--- config.mk ---
export PLATFORM = sky130hd
export DESIGN_NAME = resv_fwd_ctrl
export DESIGN_NICKNAME = d
export VERILOG_FILES = /design/src/resv_fwd_pkg.sv /design/src/resv_fwd_ctrl.sv
export SDC_FILE = /design/constraint.sdc
export NUM_CORES = 1
export LEC_CHECK = 0
export BUFFER_PORTS_ARGS = -buffer_cell sky130_fd_sc_hd__buf_2
export CORE_AREA = 2 2 83 85
export CTS_CLUSTER_SIZE = 10
export DETAILED_ROUTE_END_ITERATION = 7
export DIE_AREA = 0 0 85 87
export HOLD_SLACK_MARGIN = 0.15
export PLACE_DENSITY = 0.76
export SYNTH_ARGS = -nofsm -noshare
export SYNTH_HDL_FRONTEND = slang
export SYNTH_SLANG_ARGS = --single-unit
--- constraint.sdc ---
create_clock -name clock_i -period 1.5 [get_ports clock_i]
set_clock_uncertainty 0.2 [all_clocks]
set_input_delay 0.075 -clock clock_i [delete_from_list [all_inputs] [get_ports clock_i]]
set_output_delay 0.075 -clock clock_i [all_outputs]
set_load 0.1 [all_outputs]
--- src/resv_fwd_pkg.sv ---
package resv_fwd_pkg;

    // ------------------------------------------------------------
    // Register indices; the byte address is four times the index.
    // ------------------------------------------------------------
    localparam int         IDX_W               = 7;
    localparam logic [6:0] PORT_FWD_CTL_IDX    = 7'h21;
    localparam logic [6:0] RESV_MCAST_CTL_IDX  = 7'h2F;
    localparam logic [6:0] UCAST_MASK_IDX      = 7'h32;
    localparam logic [6:0] SWITCH_MODE_IDX     = 7'h40;

    // ------------------------------------------------------------
    // Field positions
    // ------------------------------------------------------------
    localparam int LEARN_BIT        = 7;
    localparam int RANGE4_BIT       = 4;
    localparam int RANGE3_BIT       = 3;
    localparam int RANGE2_BIT       = 2;
    localparam int RANGE1_BIT       = 1;
    localparam int RANGE0_BIT       = 0;
    localparam int UCAST_FWD_EN_BIT = 6;
    localparam int UNMANAGED_BIT    = 0;

    // ------------------------------------------------------------
    // Widths and reset values
    // ------------------------------------------------------------
    localparam int         NUM_PORTS          = 9;
    localparam int         RESV_CTL_W         = 8;
    localparam logic [7:0] RESV_MCAST_CTL_RST = 8'h02;
    localparam logic       UCAST_FWD_EN_RST   = 1'b0;
    localparam logic [8:0] UCAST_MASK_RST     = 9'h000;
    localparam logic [8:0] ALL_PORTS          = 9'h1FF;
    localparam logic       UNMANAGED_RST      = 1'b1;

    // ------------------------------------------------------------
    // Reserved multicast group and its sub-ranges
    // ------------------------------------------------------------
    localparam logic [39:0] RESV_PREFIX = 40'h0180C20000;
    localparam logic [7:0]  R0_ADDR     = 8'h00;
    localparam logic [7:0]  R1_LO       = 8'h02;
    localparam logic [7:0]  R1_HI       = 8'h0F;
    localparam logic [7:0]  R2_ADDR     = 8'h10;
    localparam logic [7:0]  R3_LO       = 8'h11;
    localparam logic [7:0]  R3_HI       = 8'h1F;
    localparam logic [7:0]  R4_LO       = 8'h20;
    localparam logic [7:0]  R4_HI       = 8'h2F;

    typedef struct packed {
        logic        valid;
        logic [47:0] dest_mac;
        logic        ucast_miss;
    } frame_req_t;

    typedef struct packed {
        logic                 valid;
        logic                 drop;
        logic                 learn_ok;
        logic                 flood;
        logic [NUM_PORTS-1:0] port_mask;
    } fwd_decision_t;

endpackage

--- src/resv_fwd_ctrl.sv ---
// Local design decision: the AHB-Lite interface to the registers.
`timescale 1ns/100ps
module resv_fwd_ctrl
(
    input  wire logic                       clock_i,      // Switch core clock, 20 MHz.
    input  wire logic                       rst_n_i,      // Synchronous reset, active low.
    input  wire logic                       hsel_i,       // AHB slave select.
    input  wire logic [31:0]                haddr_i,      // AHB address.
    input  wire logic [1:0]                 htrans_i,     // AHB transfer type.
    input  wire logic                       hwrite_i,     // AHB write flag.
    input  wire logic [2:0]                 hsize_i,      // AHB size.
    input  wire logic [31:0]                hwdata_i,     // AHB write data.
    input  wire logic                       hready_i,     // AHB bus ready.
    output logic [31:0]                     hrdata_o,     // AHB read data.
    output logic                            hreadyout_o,  // AHB slave ready.
    output logic                            hresp_o,      // AHB response, always OKAY.
    input  wire resv_fwd_pkg::frame_req_t   frame_req_i,  // Frame lookup result.
    output resv_fwd_pkg::fwd_decision_t     decision_o    // Forwarding decision.
);
    import resv_fwd_pkg::*;

    // ------------------------------------------------------------
    // Register state
    // ------------------------------------------------------------
    logic [RESV_CTL_W-1:0] resv_ctl_r;
    logic                  ucast_fwd_en_r;
    logic [NUM_PORTS-1:0]  ucast_mask_r;
    logic                  unmanaged_r;
    logic                  wr_pend_r;
    logic [IDX_W-1:0]      wr_idx_r;
    logic [31:0]           hrdata_r;
    fwd_decision_t         decision_r;

    function automatic logic in_range(input logic [7:0] v, input logic [7:0] lo,
                                      input logic [7:0] hi);
        in_range = (v >= lo) && (v <= hi);
    endfunction

    // ------------------------------------------------------------
    // Bus decode
    // ------------------------------------------------------------
    wire              access_w   = hsel_i && htrans_i[1] && hready_i;
    wire [IDX_W-1:0]  addr_idx_w = haddr_i[IDX_W+1:2];
    wire              rd_req_w   = access_w && !hwrite_i;
    wire              wr_req_w   = access_w && hwrite_i;

    wire wr_resv_w  = wr_pend_r && (wr_idx_r == RESV_MCAST_CTL_IDX);
    wire wr_pfc_w   = wr_pend_r && (wr_idx_r == PORT_FWD_CTL_IDX);
    wire wr_mask_w  = wr_pend_r && (wr_idx_r == UCAST_MASK_IDX);
    wire wr_mode_w  = wr_pend_r && (wr_idx_r == SWITCH_MODE_IDX);

    // Unmapped indices read as zero; the upper mask bits are reserved zero.
    wire [31:0] rd_mux_w =
        (addr_idx_w == RESV_MCAST_CTL_IDX) ? {24'h000000, resv_ctl_r} :
        (addr_idx_w == PORT_FWD_CTL_IDX)   ? (32'(ucast_fwd_en_r) << UCAST_FWD_EN_BIT) :
        (addr_idx_w == UCAST_MASK_IDX)     ? {23'h000000, ucast_mask_r} :
        (addr_idx_w == SWITCH_MODE_IDX)    ? (32'(unmanaged_r) << UNMANAGED_BIT) :
        32'h00000000;

    // ------------------------------------------------------------
    // AHB slave: zero wait states, write lands at the end of its data phase.
    // ------------------------------------------------------------
    // A read whose address phase meets the data phase of a write to the
    // same register returns the old value; software that needs the new one
    // leaves a cycle between them. This saves a bypass path on read data.
    always_ff @(posedge clock_i)
    begin
        if (!rst_n_i)
        begin
            wr_pend_r <= 1'b0;
            wr_idx_r  <= '0;
            hrdata_r  <= 32'h00000000;
        end
        else
        begin
            if (hready_i)
            begin
                wr_pend_r <= wr_req_w;
                wr_idx_r  <= addr_idx_w;
            end
            if (rd_req_w)
                hrdata_r <= rd_mux_w;
        end
    end

    always_ff @(posedge clock_i)
    begin
        if (!rst_n_i)
        begin
            resv_ctl_r     <= RESV_MCAST_CTL_RST;
            ucast_fwd_en_r <= UCAST_FWD_EN_RST;
            ucast_mask_r   <= UCAST_MASK_RST;
            unmanaged_r    <= UNMANAGED_RST;
        end
        else
        begin
            if (wr_resv_w)
                resv_ctl_r <= hwdata_i[RESV_CTL_W-1:0];
            if (wr_pfc_w)
                ucast_fwd_en_r <= hwdata_i[UCAST_FWD_EN_BIT];
            if (wr_mask_w)
                ucast_mask_r <= hwdata_i[NUM_PORTS-1:0];
            if (wr_mode_w)
                unmanaged_r <= hwdata_i[UNMANAGED_BIT];
        end
    end

    assign hrdata_o    = hrdata_r;
    assign hreadyout_o = 1'b1;
    assign hresp_o     = 1'b0;

    // ------------------------------------------------------------
    // Reserved multicast classification
    // ------------------------------------------------------------
    wire [7:0] low_w   = frame_req_i.dest_mac[7:0];
    wire       resv_w  = (frame_req_i.dest_mac[47:8] == RESV_PREFIX);
    wire       hit0_w  = resv_w && (low_w == R0_ADDR);
    wire       hit1_w  = resv_w && in_range(low_w, R1_LO, R1_HI);
    wire       hit2_w  = resv_w && (low_w == R2_ADDR);
    wire       hit3_w  = resv_w && in_range(low_w, R3_LO, R3_HI);
    wire       hit4_w  = resv_w && in_range(low_w, R4_LO, R4_HI);

    // The drop bits only matter in unmanaged mode; a managed switch leaves
    // these frames to the rest of the forwarding rules.
    wire resv_drop_w = unmanaged_r && (
        (hit4_w && resv_ctl_r[RANGE4_BIT]) ||
        (hit3_w && resv_ctl_r[RANGE3_BIT]) ||
        (hit2_w && resv_ctl_r[RANGE2_BIT]) ||
        (hit1_w && resv_ctl_r[RANGE1_BIT]) ||
        (hit0_w && resv_ctl_r[RANGE0_BIT]));

    // Learning looks at the whole group, not only the droppable ranges, so
    // addresses 01 and 30 to FF of the group are held back as well.
    wire learn_ok_w = !resv_w || resv_ctl_r[LEARN_BIT];

    // ------------------------------------------------------------
    // Unknown-unicast forwarding
    // ------------------------------------------------------------
    wire       miss_w      = frame_req_i.ucast_miss;
    wire       mask_fwd_w  = miss_w && ucast_fwd_en_r;
    wire       flood_w     = miss_w && !ucast_fwd_en_r;
    wire [NUM_PORTS-1:0] port_mask_w =
        mask_fwd_w ? ucast_mask_r :
        flood_w    ? ALL_PORTS    :
        {NUM_PORTS{1'b0}};
    wire       mask_drop_w = mask_fwd_w && (ucast_mask_r == '0);

    // Every field is gated by the request so the engine sees all zeros
    // between frames and cannot act twice on one stale decision.
    always_ff @(posedge clock_i)
    begin
        if (!rst_n_i)
            decision_r <= '0;
        else
        begin
            decision_r.valid     <= frame_req_i.valid;
            decision_r.drop      <= frame_req_i.valid && (resv_drop_w || mask_drop_w);
            decision_r.learn_ok  <= frame_req_i.valid && learn_ok_w;
            decision_r.flood     <= frame_req_i.valid && flood_w;
            decision_r.port_mask <= frame_req_i.valid ? port_mask_w : {NUM_PORTS{1'b0}};
        end
    end

    assign decision_o = decision_r;

    wire mgd_w = unmanaged_r;
endmodule

==> results.py, run 1 <==
metrics = {
    "yosys": {
        "yosys.area.top_type": "dfxtp_1",
        "postSynthCellCount": 259,
        "synth_area_um2": 2340,
        "yosys.cell_types.count": 39,
        "synth_seq_area_share": 0.420,
        "yosys_warnings": 0,
        "synthTopCellsByArea": "dfxtp_1 (42%), buf_4 (8.0%), mux2i_1 (7.7%), nor2b_1 (5.1%), nand2_1 (3.4%)",
        "synth_top_area_frac": 0.420,
        "syn-mean-instance-area_um2": 9.02,
        "yosys_register_bits": 49,
    },
    "routing": {
        "detail-route-antenna-nets": 0,
        "dr_total_vias": 2341,
        "post-route-drc-count": 0,
        "drt_iter0_drc": 153,
        "avgViaCountPerCell": 4.93,
        "wl_per_cell_um": 13.8,
        "drtPass1Iterations": 4,
        "postRouteWirelength_um": 6580,
    },
    "sta": {
        "hold_viol_final": 3,
        "rsz0062_at_grt": "yes",
        "finalMaxSlewViolations": 0,
        "hold-worst-slack_ns": -0.0524,
        "finalCritPeriodShare": 1.02,
        "layout_min_cycle_time_ns": 1.54,
        "timing.fmax_mhz": 651,
        "postLayoutSetupSlackWorst_ns": -0.0370,
        "setup_viol": 6,
    },
    "grt": {
        "gr-total-overflow": 0,
        "grt_start_max_net_pins": 25,
        "grt_pass1_wl_um": 9530,
        "grt_pass1_vias": 2124,
        "antenna_found_initial": 0,
        "groute.usage.overall": 0.164,
    },
    "layout": {
        "area_growth_pct": 42.7,
        "fill_cells": 604,
        "final_cell_mix": "buf_2 (93), dfxtp_1 (45), dlygate4sd3_1 (31)",
        "antenna_cells": 0,
        "layout.nets": 518,
        "layout_commonest_cell": "buf_2",
        "drive_gt1_frac": 0.329,
        "fin_util": 0.508,
    },
    "outcome": {
        "violations": "hold timing, setup timing",
        "status": "complete, but fails checks",
    },
    "place": {
        "gp_congestion": 0.776,
        "hpwl_um": 4820,
        "port_buffers": 93,
    },
    "clocking": {
        "clk_pin_slew_ns": 0.09,
        "numCtsBuffers": 5,
        "postCtsSetupRepairBufs": 0,
        "worstSkewPairLatency_ns": 0.30,
        "cts_sinks": 49,
        "clk_path_buf_depth": 2,
        "clockRootBuffer": "clkbuf_8",
        "cts_tree": "yes",
        "htree_levels": 2,
    },
    "worst_setup_path": {
        "required_ns": 1.52,
        "crit_path_end_kind": "register",
        "worstPathArrival_ns": 1.56,
        "path_max_fanout": 3,
        "path_class": "in2reg",
        "startpoint_type": "input pin",
    },
    "power": {
        "powerDensity_nw_per_um2": 846,
        "vdd_drop_max_mv": 0.410,
        "p_leak_nw": 1.51,
        "total_power_mw": 2.82,
    },
    "worst_hold_path": {
        "min_path_type": "in2reg",
    },
    "floorplanning": {
        "fp.dieArea_um2": 7400,
        "core_area_um2": 6570,
        "io_pins": 171,
        "num_rows": 30,
        "initial_core_util": 0.356,
        "chipHeight_um": 87,
        "die-width_um": 85,
    },
    "flow_run": {
        "cap_violations": 0,
    },
}
cell families (layout without fill, tap and decap cells):
| logic type | after synthesis | after routing | share of synthesized area |
|---|---|---|---|
| AOI/OAI and AO/OA | 49 | 49 | 0.137 |
| buffers and inverters | 47 | 160 | 0.118 |
| DFF | 49 | 49 | 0.420 |
| other | 2 | 25 | 0.00321 |
| and+or+nand+nor | 94 | 94 | 0.246 |
| muxes | 18 | 18 | 0.0771 |
flip-flops by register name, summed over array words and instances, names as in the netlist:
signal / cells
decision_o: 13
hrdata_o: 9
ucast_mask_r: 9
resv_ctl_r: 8
wr_idx_r: 7
mgd_w: 1
ucast_fwd_en_r: 1
wr_pend_r: 1
area by class of cell:
class | instances | area [um^2] | area share
tap | 80 | 100 | 0.0300
timing repair buffer | 140 | 900 | 0.270
clock buffer | 5 | 68.8 | 0.0206
inverter | 12 | 45.0 | 0.0135
clock inverter | 3 | 22.5 | 0.00675
multi-input combinational | 186 | 1210 | 0.364
sequential | 49 | 986 | 0.296
worst max-delay path, stage by stage:
cell and delay (ns):
buf_2 0.13, dlygate4sd3_1 0.58, nor4_2 0.36, a32oi_1 0.19, o31ai_2 0.23
cell usage after synthesis:
library cell,instances
nand4_1,8
inv_1,12
nand3b_1,1
a311oi_1,1
dfxtp_1,49
and4b_1,1
a21boi_0,9
nor4b_1,7
nand4bb_1,1
clkbuf_1,6
and4b_2,1
o32ai_1,1
o31ai_2,1
clkbuf_2,1
o31a_1,1
a22o_2,1
and3b_1,1
a31oi_1,1
a41o_1,1
buf_4,25
mux2i_1,18
nor2_1,4
nand4b_1,2
nor2b_1,19
nor4b_4,1
nor4bb_1,1
and2_1,6
a22oi_1,6
nand2b_1,2
a32oi_1,1
nand2_1,21
conb_1,2
a21oi_1,10
o21ai_0,15
a21o_1,1
nor4_1,8
nor3_1,4
nand3_1,6
buf_2,3
path summary, 6_finish.rpt:
| kind | start | endpoint | slack, ns | cells after the start |
|---|---|---|---|---|
| worst max register to register | wr_idx_r[6] | resv_ctl_r[6] | -0.03 | 5 |
| worst min register to register | hrdata_o[8] | hrdata_o[8] | 0.26 | 2 |
| worst max-delay path | haddr_i[4] | hrdata_o[6] | -0.04 | 5 |
| worst min-delay path | rst_n_i | resv_ctl_r[1] | -0.05 | 2 |
layer usage:
layer | vias up | routed length, um | global-route usage
met2 | 128 | 3530 | 0.320
met5 | - | 0 | 0
met3 | 7 | 582 | 0.0351
met1 | 1069 | 2390 | 0.172
li1 | 1137 | - | -
met4 | 0 | 75 | 0.0548
where the power goes:
part           leakage (nW)  internal, mW  switching, mW
logic                  1.06         0.192          0.501
registers             0.400          1.33         0.0184
clock network        0.0481         0.331          0.450
total                  1.51          1.85          0.970
through the flow:
stage | setup WS (ns) | cell area, um^2 | hold WS [ns] | cells | TNS, ns
after floorplan | 0.0207 | 2420 | -0.00103 | 282 | 0
after global placement | -0.0354 | 2880 | 0.118 | 436 | -0.327
after detailed placement | -0.0500 | 2880 | 0.121 | 436 | -0.355
after CTS | -0.0108 | 3280 | -0.0798 | 473 | -0.0108
after global routing | -0.128 | 3340 | -0.0127 | 475 | -1.32
final | -0.0370 | 3340 | -0.0524 | 475 | -0.101
what timing repair did:
action                                 CTS  global route
setup endpoints to repair               11            24
hold buffers                            29             5
endpoints found under the hold margin   43            26
pin swaps                                1             0
gates resized for setup                  4             8
(Power assumes the default switching activity.)
==> run 2, diff against run 1 <==
==> constraint.sdc (replaced) <==
create_clock -name clock_i -period 1.5 [get_ports clock_i]
set_clock_uncertainty 0.2 [all_clocks]
set_input_delay 0.15 -clock clock_i [delete_from_list [all_inputs] [get_ports clock_i]]
set_output_delay 0.15 -clock clock_i [all_outputs]
set_load 0.1 [all_outputs]
==> run 2 against run 1 <==
  * The flow still finishes with violations (hold timing, setup timing)
  * Clock-buffer cell count increased by 1
  * Non-clock buffer count down 7
  * Die area is the same
  * Critical path depth stayed put
  * Combinational power fell by 2%
  * Sequential cell count unchanged
  * Sequential power barely moved
  * Power grew 6.8%
  * Register-to-register slack got worse by 0.03 ns
  * Via count shrank 2.9%
  * Critical path type is now reg2reg
  * Critical endpoint is now resv_ctl_r[5]
==> results.py, run 2 (synthesis gave the netlist of run 1 again) <==
metrics = {
    "layout": {
        "fin_util": 0.505,
        "antenna_cells": 0,
        "layout.nets": 511,
        "final_area_um2": 3320,
        "area_growth_pct": 41.9,
        "drive_gt1_frac": 0.345,
        "largest_reg_flops": 13,
        "layout_commonest_cell": "buf_2",
        "final_cell_mix": "buf_2 (93), dfxtp_1 (43), conb_1 (25)",
    },
    "power": {
        "p_int_mw": 2.05,
        "vdd_drop_max_mv": 0.391,
        "p_clk_frac": 0.327,
        "swShare": 0.319,
        "switching_power_mw": 0.960,
        "comb_power_share": 0.226,
        "powerDensity_nw_per_um2": 909,
        "p_leak_nw": 1.50,
        "pwr-share-seq": 0.447,
    },
    "routing": {
        "postRouteWirelength_um": 6500,
        "detail-route-antenna-nets": 0,
        "wl_per_cell_um": 13.9,
        "drt_iter0_drc": 146,
        "post-route-drc-count": 0,
        "dr_total_vias": 2272,
        "drtPass1Iterations": 4,
        "avgViaCountPerCell": 4.85,
    },
    "place": {
        "dpl_cell_area_um2": 2890,
        "pre_cts_ws_ns": -0.0993,
        "hpwl_um": 4800,
        "port_buffers": 93,
        "gp_congestion": 0.774,
    },
    "worst_setup_path": {
        "critPathBufInv": 1,
        "cp_cell_sequence": "nand4bb_2, nor2_1, buf_4, nand2_1, a21boi_0",
        "worstPathArrival_ns": 1.58,
        "crit_family": "simple AND/OR/NAND/NOR gates",
        "path_max_fanout": 8,
        "crit_path_end_kind": "register",
        "startpoint_type": "register",
        "slowest_stage": "dfxtp_2",
        "required_ns": 1.53,
        "path_class": "reg2reg",
        "slowest_delay_ns": 0.36,
    },
    "clocking": {
        "clk_path_buf_depth": 2,
        "htree_levels": 2,
        "clk_pin_slew_ns": 0.09,
        "worstSkewPairLatency_ns": 0.30,
        "numCtsBuffers": 5,
        "hold_buffers": 24,
        "cts_sinks": 49,
        "cts_tree": "yes",
        "clockRootBuffer": "clkbuf_8",
        "postCtsSetupRepairBufs": 0,
    },
    "grt": {
        "grt_pass1_wl_um": 9810,
        "grt_start_max_net_pins": 38,
        "gr-total-overflow": 0,
        "groute.usage.overall": 0.168,
        "grt_pass1_vias": 2233,
        "antenna_found_initial": 0,
        "grt_util_met3": 0.0370,
        "top_usage_layer": "met2",
        "grt_util_met2": 0.338,
        "use_met1": 0.175,
    },
    "sta": {
        "hold-worst-slack_ns": -0.0146,
        "tns_ns": -0.143,
        "layout_min_cycle_time_ns": 1.56,
        "timing.fmax_mhz": 643,
        "setup_viol": 10,
        "finalCritPeriodShare": 1.04,
        "postLayoutSetupSlackWorst_ns": -0.0550,
        "finalMaxSlewViolations": 0,
        "rsz0062_at_grt": "yes",
        "hold_viol_final": 2,
    },
    "floorplanning": {
        "die-width_um": 85,
        "chipHeight_um": 87,
        "core_area_um2": 6570,
        "io_pins": 171,
        "fp.dieArea_um2": 7400,
        "initial_core_util": 0.356,
        "num_rows": 30,
    },
    "flow_run": {
        "cap_violations": 0,
    },
    "outcome": {
        "violations": "hold timing, setup timing",
        "status": "complete, but fails checks",
    },
    "worst_hold_path": {
        "min_path_type": "in2reg",
    },
}
[run 2: worst reg2reg max path: stages, from the launching register on]
cell       delay (ns)
dfxtp_2          0.36
nand4bb_2        0.33
nor2_1           0.18
buf_4            0.18
nand2_1          0.07
a21boi_0         0.17
[run 2: final cells by class]
cell class	count	area (um^2)
repair buffers	133	842
well taps	80	100
clock inverters	2	37.5
clock buffers	6	82.6
flip-flops and latches	49	988
fillers	626	3250
multi-input cells	186	1220
inverters	12	45.0
[run 2: path summary, 6_finish.rpt]
check / to / slack, ns / cells past startpoint / from
hold reg to reg: hrdata_o[8] / 0.28 / 2 / hrdata_o[8]
setup / recovery: resv_ctl_r[5] / -0.06 / 5 / wr_idx_r[6]
setup reg to reg: resv_ctl_r[5] / -0.06 / 5 / wr_idx_r[6]
hold / removal: wr_idx_r[3] / -0.01 / 3 / haddr_i[5]
[run 2: power groups by stage]
stage	clock network, mW	logic, mW	registers, mW
floorplan	0	0.407	1.47
global placement	0	0.619	1.37
detailed placement	0	0.625	1.37
CTS	1.01	0.677	1.34
global route	1.06	0.712	1.35
finish	0.985	0.681	1.35
[run 2: per-layer routing]
layer / vias up / share of wire
met4: 0 / 0.0086
met5: - / 0
met2: 93 / 0.53
met3: 6 / 0.076
li1: 1120 / -
met1: 1053 / 0.39
[run 2: stage by stage]
stage,power (mW),hold WS (ns),cells
after floorplan,1.88,0.0740,282
after global placement,1.99,0.192,436
after detailed placement,1.99,0.204,436
after CTS,3.03,-0.0154,468
after global routing,3.12,0.00890,468
final,3.01,-0.0146,468
[run 2: timing repair]
item	in CTS	in global routing
gates resized for setup	6	12
hold endpoints to repair	49	7
pin swaps	0	1
setup endpoints to repair	11	25
